[src/core/clk_pins_pkg.sv]
// Constants shared by the clock-mode and timer-pin logic
`default_nettype none
package clk_pins_pkg;
  localparam int unsigned MODE_W = 3;
  localparam logic [MODE_W-1:0] MODE_RST = 3'h7;
  localparam real MCLK_PERIOD_NS = 20.0;
  localparam real MACHINE_CYCLE_NS = 40.0;
  localparam int unsigned MC_DIV_INT =
    (int'(MACHINE_CYCLE_NS / MCLK_PERIOD_NS) < 2) ? 2 :
    int'(MACHINE_CYCLE_NS / MCLK_PERIOD_NS);
  localparam int unsigned PHASE_W = $clog2(MC_DIV_INT);
  localparam logic [PHASE_W-1:0] MC_LAST = PHASE_W'(MC_DIV_INT - 1);
  localparam logic [PHASE_W-1:0] MC_HALF = PHASE_W'(MC_DIV_INT / 2);
  localparam logic [PHASE_W-1:0] PHASE_RST = '0;
  localparam int unsigned TIMER_N = 2;
  localparam int unsigned SYNC_STAGES = 2;
endpackage : clk_pins_pkg
`default_nettype wire

[src/core/mode_if.sv]
// Carrier between the pin core and the clock-mode latch
`default_nettype none
interface mode_if;
  logic in_reset;
  logic sw_we;
  logic [clk_pins_pkg::MODE_W-1:0] sw_data;
  logic [clk_pins_pkg::MODE_W-1:0] pins_sync;
  logic [clk_pins_pkg::MODE_W-1:0] mode;
  modport latch (
    input in_reset,
    input sw_we,
    input sw_data,
    input pins_sync,
    output mode
  );
  modport core (
    output in_reset,
    output sw_we,
    output sw_data,
    output pins_sync,
    input mode
  );
endinterface : mode_if
`default_nettype wire

[src/core/clock_mode_and_timer_pins.sv]
// Machine clock, clock-mode straps, oscillator pins and timer outputs
`default_nettype none
module clock_mode_and_timer_pins (
  input wire logic MCLK,
  input wire logic RST_B,
  input wire logic OUTPUT_FLOAT_B,
  input wire logic CLOCK_MODE_SEL_A,
  input wire logic CLOCK_MODE_SEL_B,
  input wire logic CLOCK_MODE_SEL_C,
  input wire logic SW_MODE_WE,
  input wire logic [clk_pins_pkg::MODE_W-1:0] SW_MODE_DATA,
  output logic [clk_pins_pkg::MODE_W-1:0] CLOCK_MODE,
  input wire logic OSC_IN_EXT_CLOCK,
  input wire logic INT_OSC_EN,
  output logic EXT_CLOCK_LEVEL,
  output logic CRYSTAL_DRIVE_OUT,
  output logic MACHINE_CLOCK_OUT,
  output logic MACHINE_CLOCK_OUT_OE,
  input wire logic TIMER0_UNDERFLOW,
  input wire logic TIMER1_UNDERFLOW,
  input wire logic HOST_PORT_EN,
  input wire logic HOST_INTERRUPT_REQ,
  output logic TIMER0_PULSE_OUT,
  output logic TIMER0_PULSE_OUT_OE,
  output logic TIMER1_PULSE_OUT,
  output logic TIMER1_PULSE_OUT_OE
);
  mode_if mif ();

  logic rst_meta_r;
  logic rst_done_r;
  logic [clk_pins_pkg::MODE_W-1:0] strap_meta_r;
  logic [clk_pins_pkg::MODE_W-1:0] strap_sync_r;
  logic osc_meta_r;
  logic osc_sync_r;
  logic ext_clock_r;
  logic crystal_r;
  logic [clk_pins_pkg::PHASE_W-1:0] phase_r;
  logic [clk_pins_pkg::PHASE_W-1:0] phase_nxt;
  logic mclk_out_r;
  logic cycle_start;
  logic [clk_pins_pkg::TIMER_N-1:0] underflow;
  logic [clk_pins_pkg::TIMER_N-1:0] pend_r;
  logic [clk_pins_pkg::TIMER_N-1:0] pulse_r;

  // Stretches reset two edges past release so straps can be sampled
  always_ff @(posedge MCLK or negedge RST_B)
  begin
    if (!RST_B)
    begin
      rst_meta_r <= 1'b0;
      rst_done_r <= 1'b0;
    end
    else
    begin
      rst_meta_r <= 1'b1;
      rst_done_r <= rst_meta_r;
    end
  end

  // No reset here: these must keep sampling while reset is held
  always_ff @(posedge MCLK)
  begin
    strap_meta_r <= {CLOCK_MODE_SEL_C, CLOCK_MODE_SEL_B, CLOCK_MODE_SEL_A};
    strap_sync_r <= strap_meta_r;
  end

  assign mif.in_reset = !rst_done_r;
  assign mif.sw_we = SW_MODE_WE;
  assign mif.sw_data = SW_MODE_DATA;
  assign mif.pins_sync = strap_sync_r;

  mode_latch u_mode_latch (
    .MCLK (MCLK),
    .RST_B (RST_B),
    .mif (mif.latch)
  );

  assign CLOCK_MODE = mif.mode;

  always_ff @(posedge MCLK or negedge RST_B)
  begin
    if (!RST_B)
    begin
      osc_meta_r <= 1'b0;
      osc_sync_r <= 1'b0;
    end
    else
    begin
      osc_meta_r <= OSC_IN_EXT_CLOCK;
      osc_sync_r <= osc_meta_r;
    end
  end

  // Only a level view of the external clock; the PLL itself is elsewhere
  always_ff @(posedge MCLK or negedge RST_B)
  begin
    if (!RST_B)
      ext_clock_r <= 1'b0;
    else
      ext_clock_r <= INT_OSC_EN ? 1'b0 : osc_sync_r;
  end

  // Crystal drive idles low when the oscillator is bypassed
  always_ff @(posedge MCLK or negedge RST_B)
  begin
    if (!RST_B)
      crystal_r <= 1'b0;
    else
      crystal_r <= INT_OSC_EN & ~osc_sync_r;
  end

  assign EXT_CLOCK_LEVEL = ext_clock_r;
  assign CRYSTAL_DRIVE_OUT = crystal_r;

  assign cycle_start = (phase_r == clk_pins_pkg::MC_LAST);
  assign phase_nxt = cycle_start ? '0 : phase_r + 1'b1;

  always_ff @(posedge MCLK or negedge RST_B)
  begin
    if (!RST_B)
      phase_r <= clk_pins_pkg::PHASE_RST;
    else
      phase_r <= phase_nxt;
  end

  // High for the first half, so every machine cycle opens on a rise
  always_ff @(posedge MCLK or negedge RST_B)
  begin
    if (!RST_B)
      mclk_out_r <= 1'b1;
    else
      mclk_out_r <= (phase_nxt < clk_pins_pkg::MC_HALF);
  end

  assign underflow = {TIMER1_UNDERFLOW, TIMER0_UNDERFLOW};

  // Pending flag holds an underflow until the next cycle start; an
  // underflow on the start edge itself goes straight to the pin.
  always_ff @(posedge MCLK or negedge RST_B)
  begin
    if (!RST_B)
      pend_r <= '0;
    else if (cycle_start)
      pend_r <= '0;
    else
      pend_r <= pend_r | underflow;
  end

  // Pulse registers change only at cycle starts, so each pulse is one full cycle
  always_ff @(posedge MCLK or negedge RST_B)
  begin
    if (!RST_B)
      pulse_r <= '0;
    else if (cycle_start)
      pulse_r <= pend_r | underflow;
  end

  // Float override is combinational so it works with the clock stopped
  assign MACHINE_CLOCK_OUT = mclk_out_r;
  assign MACHINE_CLOCK_OUT_OE = OUTPUT_FLOAT_B;
  assign TIMER0_PULSE_OUT = pulse_r[0];
  assign TIMER0_PULSE_OUT_OE = OUTPUT_FLOAT_B;
  assign TIMER1_PULSE_OUT = HOST_PORT_EN ? HOST_INTERRUPT_REQ
                                         : pulse_r[1];
  assign TIMER1_PULSE_OUT_OE = OUTPUT_FLOAT_B;

  mclk_rise_a: assert property (
    @(posedge MCLK) disable iff (!RST_B)
    $rose(mclk_out_r) |-> (phase_r == '0))
  else $error("machine clock rose away from cycle start");

  mclk_period_a: assert property (
    @(posedge MCLK) disable iff (!RST_B)
    $rose(mclk_out_r) |-> ##2 $rose(mclk_out_r))
  else $error("machine clock period wrong");

  mclk_float_a: assert property (
    @(posedge MCLK) disable iff (!RST_B)
    !OUTPUT_FLOAT_B |-> !MACHINE_CLOCK_OUT_OE)
  else $error("machine clock driven while float asserted");

  timer_float_a: assert property (
    @(posedge MCLK) disable iff (!RST_B)
    !OUTPUT_FLOAT_B |-> !(TIMER0_PULSE_OUT_OE | TIMER1_PULSE_OUT_OE))
  else $error("timer output driven while float asserted");

  float_release_a: assert property (
    @(posedge MCLK) disable iff (!RST_B)
    OUTPUT_FLOAT_B |-> (MACHINE_CLOCK_OUT_OE && TIMER0_PULSE_OUT_OE))
  else $error("outputs floated without float request");

  timer0_pulse_a: assert property (
    @(posedge MCLK) disable iff (!RST_B)
    $rose(pulse_r[0]) |-> $rose(mclk_out_r) ##1 pulse_r[0]
      ##1 (pulse_r[0] == $past(pend_r[0] | underflow[0])))
  else $error("timer 0 pulse not one machine cycle");

  timer1_pulse_a: assert property (
    @(posedge MCLK) disable iff (!RST_B)
    (cycle_start && TIMER1_UNDERFLOW) |=> pulse_r[1] [*2])
  else $error("timer 1 pulse missing or short");

  timer0_catch_a: assert property (
    @(posedge MCLK) disable iff (!RST_B)
    TIMER0_UNDERFLOW |-> ##[1:2] (pulse_r[0] && $rose(mclk_out_r)))
  else $error("timer 0 underflow lost");

  shared_pin_a: assert property (
    @(posedge MCLK) disable iff (!RST_B)
    !HOST_PORT_EN |-> (TIMER1_PULSE_OUT == pulse_r[1]))
  else $error("timer 1 pulse not on shared pin");

  crystal_a: assert property (
    @(posedge MCLK) disable iff (!RST_B)
    !INT_OSC_EN |=> !CRYSTAL_DRIVE_OUT)
  else $error("crystal drive active while oscillator bypassed");

  ext_clock_a: assert property (
    @(posedge MCLK) disable iff (!RST_B)
    !INT_OSC_EN |=> (ext_clock_r == $past(osc_sync_r)))
  else $error("external clock level not followed");
endmodule : clock_mode_and_timer_pins
`default_nettype wire

[src/core/mode_latch.sv]
// Clock mode register: strap capture during reset, software after
`default_nettype none
module mode_latch (
  input wire logic MCLK,
  input wire logic RST_B,
  mode_if.latch mif
);
  logic [clk_pins_pkg::MODE_W-1:0] mode_r;

  // Straps can only be seen once the async reset lets go, so the
  // capture runs through the stretched synchronous reset window.
  always_ff @(posedge MCLK or negedge RST_B)
  begin
    if (!RST_B)
      mode_r <= clk_pins_pkg::MODE_RST;
    else if (mif.in_reset)
      mode_r <= mif.pins_sync;
    else if (mif.sw_we)
      mode_r <= mif.sw_data;
  end

  assign mif.mode = mode_r;

  strap_capture_a: assert property (
    @(posedge MCLK) disable iff (!RST_B)
    // Release edge is skipped: the register was still held in reset there
    (RST_B && mif.in_reset) |=> (mode_r == $past(mif.pins_sync)))
  else $error("mode not loaded from straps during reset");

  strap_ignored_a: assert property (
    @(posedge MCLK) disable iff (!RST_B)
    (!mif.in_reset && !mif.sw_we) |=> $stable(mode_r))
  else $error("mode changed without software write after reset");

  sw_write_a: assert property (
    @(posedge MCLK) disable iff (!RST_B)
    (!mif.in_reset && mif.sw_we) |=> (mode_r == $past(mif.sw_data)))
  else $error("software mode write not taken");
endmodule : mode_latch
`default_nettype wire

[config.mk]
export PLATFORM = sky130hd
export DESIGN_NAME = clock_mode_and_timer_pins
export DESIGN_NICKNAME = d
export VERILOG_FILES = /design/src/core/clk_pins_pkg.sv /design/src/core/mode_if.sv /design/src/core/clock_mode_and_timer_pins.sv /design/src/core/mode_latch.sv
export SDC_FILE = /design/constraint.sdc
export NUM_CORES = 1
export LEC_CHECK = 0
export ABC_CLOCK_PERIOD_IN_PS = 870
export BUFFER_PORTS_ARGS = -buffer_cell sky130_fd_sc_hd__buf_2
export CAP_MARGIN = 20
export CORE_UTILIZATION = 39
export DETAILED_ROUTE_END_ITERATION = 7
export PLACE_DENSITY = 0.79
export SYNTH_ARGS = -nofsm -noshare
export SYNTH_HDL_FRONTEND = slang
export SYNTH_SLANG_ARGS = --single-unit
[constraint.sdc]
create_clock -name MCLK -period 0.87 [get_ports MCLK]
set_clock_uncertainty 0.15 [all_clocks]
set_input_delay 0.174 -clock MCLK [delete_from_list [all_inputs] [get_ports MCLK]]
set_output_delay 0.174 -clock MCLK [all_outputs]
set_load 0.01 [all_outputs]
==> metrics, run 1 <==
RSZ-0062 raised after global routing true; failing checks hold timing, setup timing; crit path launch type flop; Mapped Avg Cell Area 14.0 sq um; Final Slew Violations 0; Via density 4.33; DP HPWL 672 microns; fmax 0.710 GHz; Worst VDD drop 972 uV; GRT Total Usage 13.4%; # setup viols final 14; top-level I/O count 27; Clock Tree Buf Depth 2; register share of total power 62.2%; initial cell density of the core 42.2%; Sw Share 22.1%; Yosys cell types 11; clock share of power 27.4%; Tmin final 1410 ps; Synth Warn # 0; hold_ws -56.6 ps; pin count of the biggest net entering global routing 16; r2r setup slk -210 ps; placed insts 82; P_int 1.32 mW; most common cell in the netlist dfrtp_1; Die H 42.6 microns; post-synth top area share 42.8%; Post-synth EDFFs 0; antenna violations before repair 0; Port-buffer cells 22; Setup CP Type flop to output pin; Worst Path Max Fanout 2; die area 0.00182 sq mm; fin crit share 162%; CP required 550 ps; ant diodes 0; Post-Route WL 954 microns; Yosys top cell by area dfrtp_1; Core Footprint 0.00152 sq mm; layout cell share with drive strength beyond 1 46.8%; CP arrival 1080 ps; CP cell instances mux2_4 -> buf_6; clock root cell clkbuf_4; final instance area 901 sq um; initial DRC count 1; Worst-Skew Late Latency 300 ps; Cell Count, Final, Fillers Out 93; P_leak 0.435 nW; syn_nets 62; CTS sink cnt 21; status finished, violations left; Top Family by Delay on Critical Path flip-flops; placer congestion estimate 0.615; Max Cap Viol 0; top post-synthesis cells by area dfrtp_1 43%, dfxtp_1 19%, dfstp_2 16%, nor2_1 5.3%, mux2i_1 4.7%; Vias 403; Site Rows 14; clock buffer count from CTS 3; synth-to-layout area growth 40.1%; ys flop type dfrtp_1; Power Density 1880 mW/mm^2; dpl cell area 762 sq um; Total Nets Final 94; first-pass GRT wire length 1.69 mm; Logic pwr share 10.4%; most frequent cells after synthesis 11 x dfrtp_1, 9 x nor2_1, 6 x dfxtp_1; CP Capture Type output pin; post-synthesis register bit count 21; total net switching power 0.375 mW; crit path buf inv count 1; Syn Inst Count 46; DR pass1 iterations 3; Post-Synthesis Cell Area 643 sq um; depth of the CTS H-tree 1; Final WS setup -538 ps; Worst Hold Class input pin to flop; Worst-path clk slew 110 ps; die width 42.6 microns; vias in the first global route 429; drt wl/cell 10.3 microns; Remaining DRCs 0; Async SR Flop Fraction 71.4%; total grt overflow 0; Hold Violations, Final 3; crit-path max cell delay 400 ps; Critical-path top delay cell dfrtp_1; sequential share of the synthesized area 77.8%; CTS tree built; DRT antenna net count 0
metal layers:
metal  routed length [microns]  global-route usage, %  vias up  share of wire [%]
met5                         0                      0        -                  0
met4                         8                   11.9        0               0.84
met3                        55                   2.59        2                5.8
met2                       505                   21.2       14                 53
met1                       385                   15.2      182                 40
li1                          -                      -      205                  -
through the flow:
step                      setup TNS [ps]  hold WS, ps  util (%)  worst slack (ps)  total power [mW]
after floorplan                     -256         -272         -             -82.9              1.13
after CTS                          -3540        -65.0      58.6              -554              1.71
after global routing               -4020        -35.2      59.1              -583              1.78
final                              -3390        -56.6      59.1              -538              1.69
after global placement              -597        -71.8      50.0              -195              1.19
after detailed placement            -815        -62.2      50.0              -216              1.20
layout make-up:
cell class / count / area (sq um)
sequential: 21 / 502
tap: 16 / 20.0
clock inverter: 1 / 6.26
multi-input combinational: 21 / 126
timing repair buffer: 30 / 220
clock buffer: 3 / 22.5
inverter: 1 / 3.75
fill: 136 / 623
worst register-to-register path, stage by stage, from the launching register on:
cell and delay [ps]:
dfstp_2 560, buf_6 90, mux2i_2 60, a21oi_1 150
power by group through the flow:
stage | Combinational (mW) | Clock (mW) | Sequential, mW
3_3_place_gp | 0.121 | 0 | 1.07
3_5_place_dp | 0.125 | 0 | 1.07
4_1_cts | 0.172 | 0.487 | 1.05
5_1_grt | 0.196 | 0.526 | 1.06
6_report | 0.176 | 0.464 | 1.05
2_1_floorplan | 0.0514 | 0 | 1.08
state kept, by name, indices dropped and copies added (netlist names):
signal / flops
mif.pins_sync: 3
strap_meta_r: 3
u_mode_latch.mif.mode: 3
pend_r: 2
pulse_r: 2
CRYSTAL_DRIVE_OUT: 1
EXT_CLOCK_LEVEL: 1
MACHINE_CLOCK_OUT: 1
cycle_start: 1
osc_meta_r: 1
osc_sync_r: 1
rst_done_r: 1
rst_meta_r: 1
layout by cell type, fill, tap and decap left out:
master / netlist / layout
buf_2: 0 / 17
dfrtp_1: 11 / 10
nor2_1: 9 / 8
dlygate4sd3_1: 0 / 6
dfxtp_1: 6 / 6
buf_6: 0 / 6
a21oi_1: 5 / 5
dfstp_2: 4 / 4
clkbuf_4: 0 / 3
nor2b_1: 2 / 2
mux2i_1: 3 / 2
inv_1: 1 / 1
mux2_4: 0 / 1
mux2i_2: 0 / 1
nor2_2: 0 / 1
inv_4: 0 / 1
dfrtp_2: 0 / 1
buf_4: 3 / 1
conb_1: 1 / 1
final timing paths:
path | startpoint | end | cells after the start
max in group asynchronous | RST_B | u_mode_latch.mif.mode[2]$_DFFE_PN1P_ | 2
min reg2reg | strap_meta_r[2]$_DFF_P_ | mif.pins_sync[2]$_DFF_P_ | 0
max | pulse_r[1]$_DFFE_PN0P_ | TIMER1_PULSE_OUT | 2
min in group asynchronous | RST_B | rst_meta_r$_DFF_PN0_ | 2
min | TIMER0_UNDERFLOW | pend_r[0]$_DFF_PN0_ | 3
max reg2reg | u_mode_latch.mif.mode[2]$_DFFE_PN1P_ | u_mode_latch.mif.mode[2]$_DFFE_PN1P_ | 3
timing repair:
item / 4_1_cts / 5_1_grt
setup buffers: 2 / 0
pin swaps: 1 / 1
cloned: 0 / 0
endpoints found under the setup margin: 13 / 14
hold endpoints to repair: 25 / 4
resized for setup: 7 / 2
hold buffers: 6 / 1
kinds of logic after synthesis:
| kind of cell | synth area share, % |
|---|---|
| AO/OA/AOI/OAI | 3.89 |
| AND/OR/NAND/NOR | 7.20 |
| buffers and inverters | 4.08 |
| other | 0.583 |
| flip-flops | 77.8 |
| multiplexers | 6.42 |
(Power assumes the default switching activity.)
==> inputs of run 2 (changes only) <==
- ABC_CLOCK_PERIOD_IN_PS: 870 -> 1350
- CORE_UTILIZATION: 39 -> 43
- PLACE_DENSITY: 0.79 -> 0.82
- clock period: 0.87 -> 1.35 ns (I/O delays scaled with it)
==> metrics, run 2 (synthesis gave the netlist of run 1 again) <==
CP arrival 1060 ps; P_leak 0.423 nW; total grt overflow 0; met2 Use GR 20.6%; initial cell density of the core 47.6%; failing checks setup timing; DP HPWL 626 microns; most frequent cells in the layout 17 x buf_2, 11 x dfrtp_1, 9 x nor2_1, 6 x dlygate4sd3_1, 6 x dfxtp_1; hold wc startpoint TIMER1_UNDERFLOW; antenna violations before repair 0; ant diodes 0; r2r setup slk 360 ps; drt wl/cell 10.9 microns; Final Util 64.8%; CP required 930 ps; layout cell share with drive strength beyond 1 40.8%; Max Cap Viol 0; Core Footprint 0.00135 sq mm; Power Total 1.06 mW; r2r startpoint u_mode_latch.mif.mode[2]$_DFFE_PN1P_; fmax 0.674 GHz; gr busiest metal met2; fin crit share 110%; first-pass GRT wire length 1.24 mm; Vias 398; GRT Total Usage 11.8%; Die H 40.7 microns; CTS tree built; Worst Hold Class input pin to flop; worst hold stages 3; CP Capture Type output pin; RR Endpoint u_mode_latch.mif.mode[2]$_DFFE_PN1P_; vias in the first global route 344; Clock Tree Buf Depth 2; met1 Use GR 12.4%; initial DRC count 4; worst hold endpoint pend_r[1]$_DFF_PN0_; Final WS setup -133 ps; die width 40.7 microns; # setup viols final 3; DR pass1 iterations 2; Site Rows 13; top-level I/O count 27; Port-buffer cells 22; fill cell count 109; status finished, violations left; depth of the CTS H-tree 1; RSZ-0062 raised after global routing true; die area 0.00165 sq mm; placer congestion estimate 0.574; Total Nets Final 93; Remaining DRCs 0; GRT met3 Usage 1.63%; Tmin final 1480 ps; clock root cell clkbuf_4; Worst Reg-to-Reg Cells 2; Worst-Skew Late Latency 290 ps; Setup CP Type flop to output pin; synth-to-layout area growth 36.0%; Post-Route WL 989 microns; CTS sink cnt 21; Via density 4.37; Final Slew Violations 0; commonest non-fill, non-tap cell in the layout buf_2; clock buffer count from CTS 3; crit path launch type flop; DRT antenna net count 0; Worst-path clk slew 100 ps; Hold Violations, Final 0; Worst Path Max Fanout 2; Power Density 1210 mW/mm^2; Worst VDD drop 546 uV; pin count of the biggest net entering global routing 16
==> run 2: cell types whose count changed in the layout (fill, tap and decap cells not counted), sizes merged <==
cell,delta
inv,-1
buf,-1
clkbuf,+1
==> run 2: metal layers <==
layer	routed length, microns	vias up
li1	-	202
met1	408	183
met2	550	13
met3	30	0
met4	0	0
met5	0	-
==> run 2: stage by stage <==
stage	cell area [sq um]	TNS, ps	instances	worst slack (ps)	hold WS (ps)
2_1_floorplan	643	0	46	300	-176
5_1_grt	875	-335	91	-188	59.8
6_report	875	-145	91	-133	70.7
4_1_cts	875	-174	91	-140	68.1
3_5_place_dp	749	0	80	134	29.1
3_3_place_gp	749	0	80	140	24.7
==> run 2: final cells by class <==
| class | count | area (sq um) | share of cell area, % |
|---|---|---|---|
| Timing Repair Buffer | 29 | 209 | 23.9 |
| Inverter | 1 | 3.75 | 0.429 |
| Clock buffer | 4 | 26.3 | 3.00 |
| Multi-Input combinational cell | 21 | 116 | 13.3 |
| Sequential cell | 21 | 500 | 57.2 |
| Tap cell | 15 | 18.8 | 2.15 |
==> run 2: timing repair <==
action | CTS | global route
resized for setup | 5 | 0
cloned | 0 | 0
setup buffers | 1 | 0
hold buffers | 6 | 0
hold endpoints to repair | 20 | 0
pin swaps | 0 | 0
setup endpoints to repair | 5 | 5
==> run 2: worst max-delay path, cell delays in order (launching register included) <==
cell and delay (ps):
dfrtp_1 390, mux2_2 270, buf_6 120
==> run 2: how the worst max path moves through the flow <==
stage                      startpoint          endpoint  depth (start not counted)
6_report       pulse_r[1]$_DFFE_PN0P_  TIMER1_PULSE_OUT                          2
3_5_place_dp             HOST_PORT_EN  TIMER1_PULSE_OUT                          3
2_1_floorplan  pulse_r[1]$_DFFE_PN0P_  TIMER1_PULSE_OUT                          1
3_3_place_gp             HOST_PORT_EN  TIMER1_PULSE_OUT                          3
4_1_cts        pulse_r[1]$_DFFE_PN0P_  TIMER1_PULSE_OUT                          2
5_1_grt        pulse_r[1]$_DFFE_PN0P_  TIMER1_PULSE_OUT                          2
==> run 2: power by group <==
part | switching [mW] | leakage, nW | internal, mW
Clock | 0.163 | 0.0150 | 0.115
Combinational | 0.0403 | 0.189 | 0.0632
Sequential | 0.0147 | 0.219 | 0.665
Total | 0.218 | 0.423 | 0.843
